<file path="src/scsr_pkg.sv">
// Package: map, field layout, reset values and carriers of the system config and status bank
package scsr_pkg;

    // ****************************************
    // Bus and register map
    // ****************************************
    localparam int ADDR_W = 12;
    localparam int DATA_W = 32;
    localparam logic [ADDR_W-1:0] OFF_PIN_LEVELS = 12'h0dc;
    localparam logic [ADDR_W-1:0] OFF_STRAP = 12'h100;
    localparam logic [ADDR_W-1:0] OFF_RTC_PRESENT = 12'h104;
    localparam logic [ADDR_W-1:0] OFF_SAMPLE_EDGE = 12'h10c;
    localparam logic [ADDR_W-1:0] OFF_BONDING = 12'h110;
    localparam logic [ADDR_W-1:0] OFF_PIN_SHARING = 12'h200;

    // ****************************************
    // Reset values and writable masks
    // ****************************************
    localparam logic [DATA_W-1:0] SAMPLE_EDGE_RST = 32'h0000_0000;
    localparam logic [DATA_W-1:0] SAMPLE_EDGE_WMASK = 32'h0000_0003;
    localparam logic [DATA_W-1:0] PIN_SHARING_RST = 32'h0000_0000;
    localparam logic [DATA_W-1:0] PIN_SHARING_WMASK = 32'hc080_001e;

    // ****************************************
    // Field positions: dedicated pin input levels
    // ****************************************
    localparam int LVL_SUSPEND_POS = 21;
    localparam int LVL_WAKE_LSB = 16;
    localparam int LVL_GPIO_LSB = 0;

    // ****************************************
    // Field positions: strap status
    // ****************************************
    localparam int STRAP_POWER_BUTTON_POS = 31;
    localparam int STRAP_OSC_BYPASS_POS = 30;
    localparam int STRAP_REDUCED_MII_POS = 29;
    localparam int STRAP_MII_ACTIVE_POS = 28;
    localparam int STRAP_SIX_UART_POS = 24;
    localparam int STRAP_OUT_CLOCK_SEL_LSB = 21;
    localparam int STRAP_CLOCK_25M_SRC_POS = 20;
    localparam int STRAP_CLOCK_24M_SRC_POS = 19;
    localparam int STRAP_USB_SW_POS = 18;
    localparam int STRAP_PLL_REF_POS = 17;
    localparam int STRAP_FLASH_EDGE_POS = 14;
    localparam int STRAP_PLL_MODE_LSB = 10;
    localparam int STRAP_KEYPAD_POS = 7;
    localparam int STRAP_ADDR_CYC_LSB = 5;
    localparam int STRAP_PAGE_POS = 4;
    localparam int STRAP_FLASH_ADDR_POS = 3;
    localparam int STRAP_BOOT_SRC_LSB = 1;

    // ****************************************
    // Field positions: control registers
    // ****************************************
    localparam int RTC_PRESENT_POS = 0;
    localparam int SAMPLE_OVERRIDE_POS = 1;
    localparam int SAMPLE_NEGEDGE_POS = 0;
    localparam int BOND_LSB = 0;
    localparam int PS_VIDEO_OUT_EN_POS = 31;
    localparam int PS_VGA_EN_POS = 30;
    localparam int PS_VIDEO_CLK_INV_POS = 23;
    localparam int PS_NOR_SEL_POS = 4;
    localparam int PS_CLOCK_PIN_24M_POS = 3;
    localparam int PS_MCLK_EN_POS = 2;
    localparam int PS_AC97_SEL_POS = 1;

    // ****************************************
    // Timing: synchroniser settle before strap capture
    // ****************************************
    localparam logic [1:0] STRAP_SETTLE_CYCLES = 2'h2;

    // ****************************************
    // Carriers
    // ****************************************
    typedef struct packed {
        logic power_button_required;
        logic ring_oscillator_bypass;
        logic reduced_variant_mii;
        logic mii_mode_active;
        logic six_uart_mode;
        logic [2:0] clock_output_select;
        logic clock_25m_from_crystal;
        logic clock_24m_from_crystal;
        logic usb_detect_by_sw;
        logic pll_ref_crystal_27m;
        logic serial_flash_posedge;
        logic [1:0] pll_clock_mode;
        logic keypad_unit_enable;
        logic [1:0] boot_addr_cycles;
        logic boot_page_mode;
        logic serial_flash_addr_size;
        logic [1:0] boot_source;
    } scsr_strap_t;

    typedef struct packed {
        logic [7:0] gpio;
        logic [3:0] wake_inputs;
        logic suspend_domain_pin;
        logic [2:0] bonding_config;
        logic rtc_clock_present;
    } scsr_live_t;

    typedef struct packed {
        logic digital_video_out_en;
        logic analog_display_en;
        logic video_clock_invert;
        logic nor_select;
        logic clock_output_24m_en;
        logic audio_master_clock_en;
        logic ac97_select;
        logic serial_flash_posedge;
    } scsr_ctrl_t;

endpackage

</file>
<file path="src/scsr_sync.sv">
// Two-stage synchroniser for a vector of asynchronous pin levels
`timescale 1ns/1ps
module scsr_sync #(
    parameter int W = 1
) (
    input wire logic sys_clk_i,
    input wire logic rst_i,
    input wire logic ce_i,
    input wire logic [W-1:0] async_i,
    output logic [W-1:0] sync_o
);

    logic [W-1:0] stage1;
    logic [W-1:0] stage2;

    // ****************************************
    // One pair of flops per bit
    // ****************************************
    genvar b;
    generate
        for (b = 0; b < W; b++) begin : g_bit
            always_ff @(posedge sys_clk_i) begin
                if (rst_i) begin
                    stage1[b] <= 1'b0;
                    stage2[b] <= 1'b0;
                end else if (ce_i) begin
                    stage1[b] <= async_i[b];
                    stage2[b] <= stage1[b];
                end
            end
        end
    endgenerate

    assign sync_o = stage2;

endmodule

</file>
<file path="src/scsr_regs.sv">
// System configuration and status register bank behind an APB slave port
//
// Overview of operation
// - Bit 21 of pin-level register reads the suspend-domain pin live.
// - Bits 19:16 of pin-level register read the four wake inputs live.
// - Bits 7:0 of pin-level register read the eight dedicated pins live.
// - Strap bit 31: zero auto power-on, one needs power button.
// - Strap bit 30: zero ring oscillator used, one oscillator bypassed.
// - Strap bit 29 picks MII or reduced MII; bit 28 flags mode active.
// - Strap bits 20, 19: 25/24 MHz clock from PLL or 24 MHz crystal.
// - Strap bit 18: zero USB attach detect by hardware, one by software.
// - Strap bit 17: PLL reference from oscillator or 27 MHz crystal.
// - Strap bit 14: strapped serial flash edge, one means positive.
// - Strap bits 11:10 expose the PLL and divisor mode, read-only.
// - Strap bits 6:1 expose boot source, address size, page, cycles.
// - RTC-present register bit 0 shows clock presence, resets zero.
// - Sample-edge bit 1 clear follows strap, set follows bit 0.
// - Under override, sample-edge bit 0 zero means positive edge.
// - Bonding register returns three config inputs in bits 2:0.
// - Pin-sharing bits 31, 30 enable digital video and analog display.
// - Pin-sharing bit 23 inverts the video clock for internal use.
// - Pin-sharing bit 4 routes flash pins to NAND (0) or NOR (1).
// - Pin-sharing bit 3 puts a 24 MHz clock on the output pin.
// - Pin-sharing bit 2 gates the audio master clock output.
// - Pin-sharing bit 1 routes audio pins to I2S (0) or AC97 (1).
//
// Register access over APB was chosen for this implementation.
`timescale 1ns/1ps
module scsr_regs
    import scsr_pkg::*;
(
    input wire logic sys_clk_i,
    input wire logic rst_i,
    input wire logic ce_i,
    input wire logic psel_i,
    input wire logic penable_i,
    input wire logic pwrite_i,
    input wire logic [ADDR_W-1:0] paddr_i,
    input wire logic [DATA_W-1:0] pwdata_i,
    output logic [DATA_W-1:0] prdata_o,
    output logic pready_o,
    output logic pslverr_o,
    input wire scsr_live_t live_pins_i,
    input wire scsr_strap_t strap_pins_i,
    input wire logic video_clock_i,
    input wire logic clock_24m_i,
    input wire logic clock_output_other_i,
    input wire logic audio_master_clock_i,
    output scsr_ctrl_t ctrl_o,
    output logic video_clock_internal_o,
    output logic clock_output_pin_o,
    output logic audio_master_clock_o,
    output logic audio_master_clock_oe_o
);

    localparam int LIVE_W = $bits(scsr_live_t);
    localparam int STRAP_W = $bits(scsr_strap_t);

    // ****************************************
    // Pin synchronisers
    // ****************************************
    logic [LIVE_W+STRAP_W-1:0] pins_async;
    logic [LIVE_W+STRAP_W-1:0] pins_sync;
    scsr_live_t live;
    scsr_strap_t strap_sync;

    assign pins_async = {live_pins_i, strap_pins_i};

    scsr_sync #(
        .W(LIVE_W + STRAP_W)
    ) u_sync (
        .sys_clk_i(sys_clk_i),
        .rst_i(rst_i),
        .ce_i(ce_i),
        .async_i(pins_async),
        .sync_o(pins_sync)
    );

    assign live = scsr_live_t'(pins_sync[LIVE_W+STRAP_W-1:STRAP_W]);
    assign strap_sync = scsr_strap_t'(pins_sync[STRAP_W-1:0]);

    // ****************************************
    // Strap capture
    // ****************************************
    // Straps are caught once after reset, when the synchroniser holds
    // real pin levels; later pin activity must not disturb them.
    logic [1:0] settle_cnt;
    logic strap_done;
    scsr_strap_t strap;
    wire capture_now = ce_i && !strap_done && (settle_cnt == STRAP_SETTLE_CYCLES);

    always_ff @(posedge sys_clk_i) begin
        if (rst_i) begin
            settle_cnt <= 2'h0;
            strap_done <= 1'b0;
        end else if (ce_i && !strap_done) begin
            settle_cnt <= settle_cnt + 2'h1;
            strap_done <= capture_now;
        end
    end

    always_ff @(posedge sys_clk_i) begin
        if (rst_i) begin
            strap <= '0;
        end else if (capture_now) begin
            strap <= strap_sync;
        end
    end

    // ****************************************
    // Address decode
    // ****************************************
    wire access_done = psel_i && penable_i && pready_o;
    wire hit_levels = (paddr_i == OFF_PIN_LEVELS);
    wire hit_strap = (paddr_i == OFF_STRAP);
    wire hit_rtc = (paddr_i == OFF_RTC_PRESENT);
    wire hit_sample = (paddr_i == OFF_SAMPLE_EDGE);
    wire hit_bond = (paddr_i == OFF_BONDING);
    wire hit_share = (paddr_i == OFF_PIN_SHARING);
    wire hit_any = hit_levels || hit_strap || hit_rtc || hit_sample || hit_bond || hit_share;
    wire wr_sample = access_done && pwrite_i && hit_sample;
    wire wr_share = access_done && pwrite_i && hit_share;

    // ****************************************
    // Writable registers
    // ****************************************
    logic [DATA_W-1:0] sample_edge_ctl;
    logic [DATA_W-1:0] pin_sharing;

    always_ff @(posedge sys_clk_i) begin
        if (rst_i) begin
            sample_edge_ctl <= SAMPLE_EDGE_RST;
            pin_sharing <= PIN_SHARING_RST;
        end else if (ce_i) begin
            if (wr_sample) begin
                sample_edge_ctl <= pwdata_i & SAMPLE_EDGE_WMASK;
            end
            if (wr_share) begin
                pin_sharing <= pwdata_i & PIN_SHARING_WMASK;
            end
        end
    end

    // ****************************************
    // Read words
    // ****************************************
    logic [DATA_W-1:0] levels_word;
    logic [DATA_W-1:0] strap_word;
    logic [DATA_W-1:0] rtc_word;
    logic [DATA_W-1:0] bond_word;

    always_comb begin
        levels_word = '0;
        levels_word[LVL_SUSPEND_POS] = live.suspend_domain_pin;
        levels_word[LVL_WAKE_LSB +: 4] = live.wake_inputs;
        levels_word[LVL_GPIO_LSB +: 8] = live.gpio;
    end

    always_comb begin
        strap_word = '0;
        strap_word[STRAP_POWER_BUTTON_POS] = strap.power_button_required;
        strap_word[STRAP_OSC_BYPASS_POS] = strap.ring_oscillator_bypass;
        strap_word[STRAP_REDUCED_MII_POS] = strap.reduced_variant_mii;
        strap_word[STRAP_MII_ACTIVE_POS] = strap.mii_mode_active;
        strap_word[STRAP_SIX_UART_POS] = strap.six_uart_mode;
        strap_word[STRAP_OUT_CLOCK_SEL_LSB +: 3] = strap.clock_output_select;
        strap_word[STRAP_CLOCK_25M_SRC_POS] = strap.clock_25m_from_crystal;
        strap_word[STRAP_CLOCK_24M_SRC_POS] = strap.clock_24m_from_crystal;
        strap_word[STRAP_USB_SW_POS] = strap.usb_detect_by_sw;
        strap_word[STRAP_PLL_REF_POS] = strap.pll_ref_crystal_27m;
        strap_word[STRAP_FLASH_EDGE_POS] = strap.serial_flash_posedge;
        strap_word[STRAP_PLL_MODE_LSB +: 2] = strap.pll_clock_mode;
        strap_word[STRAP_KEYPAD_POS] = strap.keypad_unit_enable;
        strap_word[STRAP_ADDR_CYC_LSB +: 2] = strap.boot_addr_cycles;
        strap_word[STRAP_PAGE_POS] = strap.boot_page_mode;
        strap_word[STRAP_FLASH_ADDR_POS] = strap.serial_flash_addr_size;
        strap_word[STRAP_BOOT_SRC_LSB +: 2] = strap.boot_source;
    end

    always_comb begin
        rtc_word = '0;
        rtc_word[RTC_PRESENT_POS] = live.rtc_clock_present;
        bond_word = '0;
        bond_word[BOND_LSB +: 3] = live.bonding_config;
    end

    wire [DATA_W-1:0] read_mux =
        ({DATA_W{hit_levels}} & levels_word) |
        ({DATA_W{hit_strap}} & strap_word) |
        ({DATA_W{hit_rtc}} & rtc_word) |
        ({DATA_W{hit_sample}} & sample_edge_ctl) |
        ({DATA_W{hit_bond}} & bond_word) |
        ({DATA_W{hit_share}} & pin_sharing);

    // ****************************************
    // APB answer
    // ****************************************
    // Read data is sampled in the setup cycle so it leaves a flop; the
    // cost is that live levels are one cycle old at the access edge.
    // A setup cycle missed while frozen is taken in the access phase,
    // so a request never hangs.
    logic data_ok;
    wire take_req = psel_i && !data_ok;

    always_ff @(posedge sys_clk_i) begin
        if (rst_i) begin
            prdata_o <= '0;
            pslverr_o <= 1'b0;
            data_ok <= 1'b0;
        end else if (ce_i) begin
            if (take_req) begin
                prdata_o <= pwrite_i ? '0 : read_mux;
                pslverr_o <= !hit_any;
                data_ok <= 1'b1;
            end else if (access_done) begin
                data_ok <= 1'b0;
            end
        end
    end

    assign pready_o = psel_i && penable_i && data_ok && ce_i;

    // ****************************************
    // Control outputs and pin routing
    // ****************************************
    wire sample_override = sample_edge_ctl[SAMPLE_OVERRIDE_POS];
    wire sample_neg_sel = sample_edge_ctl[SAMPLE_NEGEDGE_POS];

    assign ctrl_o.serial_flash_posedge = sample_override ? !sample_neg_sel
                                                         : strap.serial_flash_posedge;
    assign ctrl_o.digital_video_out_en = pin_sharing[PS_VIDEO_OUT_EN_POS];
    assign ctrl_o.analog_display_en = pin_sharing[PS_VGA_EN_POS];
    assign ctrl_o.video_clock_invert = pin_sharing[PS_VIDEO_CLK_INV_POS];
    assign ctrl_o.nor_select = pin_sharing[PS_NOR_SEL_POS];
    assign ctrl_o.clock_output_24m_en = pin_sharing[PS_CLOCK_PIN_24M_POS];
    assign ctrl_o.audio_master_clock_en = pin_sharing[PS_MCLK_EN_POS];
    assign ctrl_o.ac97_select = pin_sharing[PS_AC97_SEL_POS];

    // Clock paths are plain gates; no flop may sit on them
    assign video_clock_internal_o = video_clock_i ^ pin_sharing[PS_VIDEO_CLK_INV_POS];
    assign clock_output_pin_o = pin_sharing[PS_CLOCK_PIN_24M_POS] ? clock_24m_i
                                                                  : clock_output_other_i;
    assign audio_master_clock_o = audio_master_clock_i & pin_sharing[PS_MCLK_EN_POS];
    assign audio_master_clock_oe_o = pin_sharing[PS_MCLK_EN_POS];

endmodule

</file>
<file path="config.mk">
export PLATFORM = sky130hd
export DESIGN_NAME = scsr_regs
export DESIGN_NICKNAME = d
export VERILOG_FILES = /design/src/scsr_pkg.sv /design/src/scsr_sync.sv /design/src/scsr_regs.sv
export SDC_FILE = /design/constraint.sdc
export NUM_CORES = 1
export LEC_CHECK = 0
export BUFFER_PORTS_ARGS = -buffer_cell sky130_fd_sc_hd__buf_4
export CORE_MARGIN = 4
export CORE_UTILIZATION = 56
export CTS_CLUSTER_SIZE = 40
export DETAILED_ROUTE_END_ITERATION = 8
export GPL_TIMING_DRIVEN = 0
export HOLD_SLACK_MARGIN = 0.06
export PLACE_DENSITY = 0.84
export SYNTH_ARGS = -nofsm -noshare
export SYNTH_HDL_FRONTEND = slang
export SYNTH_HIERARCHICAL = 1
export SYNTH_SLANG_ARGS = --single-unit
</file>
<file path="constraint.sdc">
create_clock -name sys_clk_i -period 3.5 [get_ports sys_clk_i]
set_input_delay 0.7 -clock sys_clk_i [delete_from_list [all_inputs] [get_ports sys_clk_i]]
set_output_delay 0.7 -clock sys_clk_i [all_outputs]
set_load 0.02 [all_outputs]
</file>
After elaboration in Yosys (flattened, before gate mapping):

Cells that the tools add are included.

* register bits: 146
* bits of input ports: 93
* output and inout port bits: 46
* logic and storage cells: 152

* add/subtract/negate cells: 1
* equal/unequal tests: 7
* multiplexer cells: 5
* bitwise operators: 13
* reductions and logical operators: 24

Operators with widths (number)
* $or 32x32->32: 5
* $and 32x32->32: 2
* $eq 12x9->1 const B: 4
* $and 32x1->32: 1
* $and 32x2->32: 1
* $and 32x22->32: 1
* $and 32x3->32: 1
* $mux 32: 1
* $eq 12x10->1 const B: 1
* $eq 12x8->1 const B: 1
* $logic_and 1x1->1: 10
* $reduce_and 2->1: 4
* $logic_or 1x1->1: 5
* $logic_not 1->1: 4
* $mux 1: 4
* $add 2x1->2 const B: 1
* $eq 2x2->1 const B: 1
* $reduce_bool 2->1: 1
* $and 1x1->1: 1
* $xor 1x1->1: 1

Longest topological paths before layout:

* word-level depth: 8
* gate-level depth with buffers: 7
* mapped depth without buffers: 5

By module:

Netlist, hierarchy kept.

By module, submodules not included
* scsr_sync: times used 1, cells an instance 252, area an instance 2770.2 um^2, seq. area each 1561.5 um^2
* scsr_regs: times used 1, cells an instance 313, area an instance 2656.3 um^2, seq. area each 1201.2 um^2

Worst setup path before layout:

OpenSTA, ideal clock, no wires.

* path type: input to register
* start: in paddr_i[5]
* end: reg prdata_o[10]
* library setup time: 0.066 ns
* arrival time: 1.868 ns
* required time: 3.434 ns
* setup slack: 1.567 ns
* cell stages on the path: 4
* buffers on the path: 0
* cell sequence: or4_4 > nor4_4 > a22oi_1 > nor2_1

* longest elaborated chain between the ends: 8
* elaborated cells on any way between the ends: 18
* those cells by class: 6 x eq/ne; 1 x mux; 11 x bitwise

Ends and longest elaborated chain
* from (decl): RTL line scsr_regs.sv:38 `input wire logic [ADDR_W-1:0] paddr_i,`
* $eq 12x8->1 or $eq 12x9->1 (tied branches): RTL line scsr_regs.sv:114, scsr_regs.sv:115
* $and 32x22->32 or $and 32x32->32 (tied branches): RTL line scsr_regs.sv:188, scsr_regs.sv:189
* $or 32x32->32: RTL line scsr_regs.sv:188 `({DATA_W{hit_levels}} & levels_word) |`
* $or 32x32->32: RTL line scsr_regs.sv:189 `({DATA_W{hit_strap}} & strap_word) |`
* $or 32x32->32: RTL line scsr_regs.sv:190 `({DATA_W{hit_rtc}} & rtc_word) |`
* $or 32x32->32: RTL line scsr_regs.sv:191 `({DATA_W{hit_sample}} & sample_edge_ctl) |`
* $or 32x32->32 (*): RTL line scsr_regs.sv:192 `({DATA_W{hit_bond}} & bond_word) |`
* $mux 32 (*): RTL line scsr_regs.sv:212 `prdata_o <= pwrite_i ? '0 : read_mux;`
* to (signal assigned): RTL line scsr_regs.sv:212
* to (decl): RTL line scsr_regs.sv:40 `output logic [DATA_W-1:0] prdata_o,`

Every way passes the cells marked *; elsewhere a longest branch is shown, timed or not.
A chain may end at the register's enable or synchronous reset.

Worst setup path after layout:

* start: reg pin_sharing[3]
* end: out clock_output_pin_o

* longest elaborated chain between the ends: 1

Ends and longest elaborated chain
* from (decl): RTL line scsr_regs.sv:128 `logic [DATA_W-1:0] pin_sharing;`
* from (signal assigned): RTL line scsr_regs.sv:139 `pin_sharing <= pwdata_i & PIN_SHARING_WMASK;`
* $mux 1: RTL line scsr_regs.sv:241 `assign clock_output_pin_o = pin_sharing[PS_CLOCK_PIN_24M_POS] ? clock_24m_i`
* to (decl): RTL line scsr_regs.sv:51 `output logic clock_output_pin_o,`

Every way passes these cells.

==> reports/qor.txt <==
Die width - 106 um
Hpwl dp - 10200 um
Max_cap viols - 0
Crit Reg-Reg Endpoint - prdata_o[31]
Cts bufs inserted - 17
Initial antenna violation count - 0
Syn. warnings - 6
Initial Util - 58.2%
Post-DP Area - 6410 um2
Hold buffer count at cts - 0
Most frequent cells in the layout - 138 x dfxtp_1, 121 x buf_4, 97 x nor2_1, 80 x mux2i_1, 57 x nand2_1
Sequential share of the synthesized area - 50.9%
Mean post-synth cell area - 9.60 um2
Rows - 35
Finished Layout Cells - 838
Flop2flop setup slack - 1520 ps
CTS Root Cell - clkbuf_8
Peak VDD IR - 0.385 mV
Dpl ws - 1120 ps
Final setup TNS - 0 ps
Tmin final - 2180 ps
Power after layout - 3.86 mW
Fin. Hold Viols - 0
# nets final - 791
Global-route wire length before repair - 23400 um
Utilization after layout - 75.5%
DRT Wirelength - 14700 um
Setup ws final - 1320 ps
Drt first pass iters - 5
Seq cells post-synth - 138
Buffers on Ports - 106
Leading cell type in the layout, fill and taps excluded - dfxtp_1
RSZ-0062 raised after global routing - no
Setup violators final - 0
Worst path required time - 2800 ps
Post-Syn Instances - 565
Diode count - 0
Max Transition Viols Final - 0
Ys flop type - dfxtp_1
Fin crit share - 62.2%
Post-CTS Setup Inserts - 0
Vias in the first global route - 4717
Worst r2r path cells - 5
Ys async rst share - 0%
Status - finished clean
Core Area - 9330 um2
Arr. time, crit path - 1480 ps
CP Capture Point - clock_output_pin_o
Clock Tree Buf Depth - 2
Total global routing overflow - 0
Routed vias - 4638
# H-tree levels - 4
Top Ports - 139
Remaining antenna violation count - 0
Drt drc - 0
Clock Pin Slew Worst Setup and Hold Paths - 60 ps
Launching point of the worst reg2reg path - data_ok
Clock Skew - 10.3 ps
Post-CTS Resized - 0
Hold Crit Class - input port to flop
Layout cells sized above 1 - 24.3%
Area growth syn-to-layout - 29.9%
Crit start category - flop
Average wire per standard cell - 17.6 um
Vertical die dimension - 106 um
Hold_ws - 415 ps
Yosys cell types - 50
DRT iter0 DRCs - 325
Routability cong. - 0.910
Largest net degree at the start of global routing - 17
Die area - 11300 um2
Clk_lat worst skew - 520 ps
Static Leak - 3.10 nW
CP startpoint - pin_sharing[3]
Maximum clock rate - 460 MHz
Synthesized area - 5430 um2
Crit-path max FO - 4
Crit path capture type - primary output
Critical setup path kind - flop to primary output
Pwr dens - 548 nW/um2
Final instance area - 7050 um2
DP Cell Count - 807
Rel. slew slack - 44.9%
Via/cell ratio - 5.53
Post-synth EDFFs - 0
Worst-margin pin slew - 815 ps
CTS tree - built
Total GRT Usage - 25.9%
Clock Sinks - 138
worst min path at each step:
stage | start | to | slack [ps] | cells after the start
floorplan | strap[10] | prdata_o[17] | 430 | 2
global placement | strap[17] | strap[17] | 440 | 2
detailed placement | u_sync/sync_o[6] | strap[6] | 450 | 2
CTS | live_pins_i[3] | u_sync/stage1[25] | 410 | 3
global route | strap_pins_i[16] | u_sync/stage1[16] | 420 | 3
finish | strap_pins_i[17] | u_sync/stage1[17] | 420 | 3
flip-flops by register name (all words and copies together), names as in the netlist:
register / count
sample_edge_ctl: 2
pin_sharing: 7
settle_cnt: 2
u_sync/stage1: 39
data_ok: 1
pslverr_o: 1
strap_done: 1
prdata_o: 24
u_sync/sync_o: 39
strap: 22
worst max-delay path, cell delays in order, from the launching register on:
cell and delay (ps):
dfxtp_1 440, mux2_2 360, buf_4 150
report_power, final:
part / internal [mW] / switching [mW] / leakage (nW) / total (mW)
clock network: 1.23 / 0.684 / 0.300 / 1.92
logic: 0.138 / 0.154 / 1.68 / 0.292
registers: 1.62 / 0.0301 / 1.12 / 1.65
total: 2.99 / 0.868 / 3.10 / 3.86
layer usage:
metal,routed length (um),share of wire [%],track usage (%)
met1,5980,41,31.5
met2,7170,49,44.1
met3,1190,8.1,6.19
met4,367,2.5,10.3
met5,0,0,0
cells by family (layout without fill, tap and decap cells):
| group | Yosys count | after routing | share of synthesized area, % |
|---|---|---|---|
| mux | 82 | 82 | 15.2 |
| flops | 138 | 138 | 50.9 |
| fa+ha+maj | 1 | 1 | 0.231 |
| simple gates | 212 | 212 | 18.3 |
| compound gates | 80 | 80 | 9.50 |
| other cells | 1 | 8 | 0.0691 |
| xor+xnor | 2 | 2 | 0.323 |
| buf+inv | 49 | 186 | 5.46 |
synthesized netlist by cell type, drive strengths merged (2+ instances only):
| cell | number | area [um2] |
|---|---|---|
| nand3b | 2 | 15.0 |
| a221oi | 3 | 26.3 |
| and2 | 5 | 31.3 |
| clkbuf | 20 | 75.1 |
| nand2 | 58 | 220 |
| inv | 2 | 7.51 |
| a32oi | 11 | 96.3 |
| or4 | 2 | 22.5 |
| a211oi | 4 | 30.0 |
| buf | 27 | 214 |
| a22o | 3 | 26.3 |
| mux2 | 2 | 22.5 |
| o21ai | 11 | 55.1 |
| nor4b | 2 | 17.5 |
| nor2 | 97 | 364 |
| dfxtp | 138 | 2760 |
| a21oi | 34 | 170 |
| a22oi | 10 | 75.1 |
| nor2b | 3 | 18.8 |
| nor3 | 3 | 20.0 |
| mux2i | 80 | 801 |
| and4 | 4 | 35.0 |
| nor4 | 3 | 40.0 |
| nand3 | 19 | 95.1 |
| and3 | 5 | 31.3 |
cell type report:
| cell class | count | area (um2) |
|---|---|---|
| fill | 644 | 2280 |
| tap | 129 | 161 |
| sequential | 138 | 2760 |
| timing repair buffer | 106 | 796 |
| multi-input combinational | 385 | 2390 |
| clock inverter | 13 | 219 |
| buffer | 47 | 289 |
| clock buffer | 18 | 418 |
| inverter | 2 | 7.51 |
No activity file was read; power rests on OpenSTA's default activity.
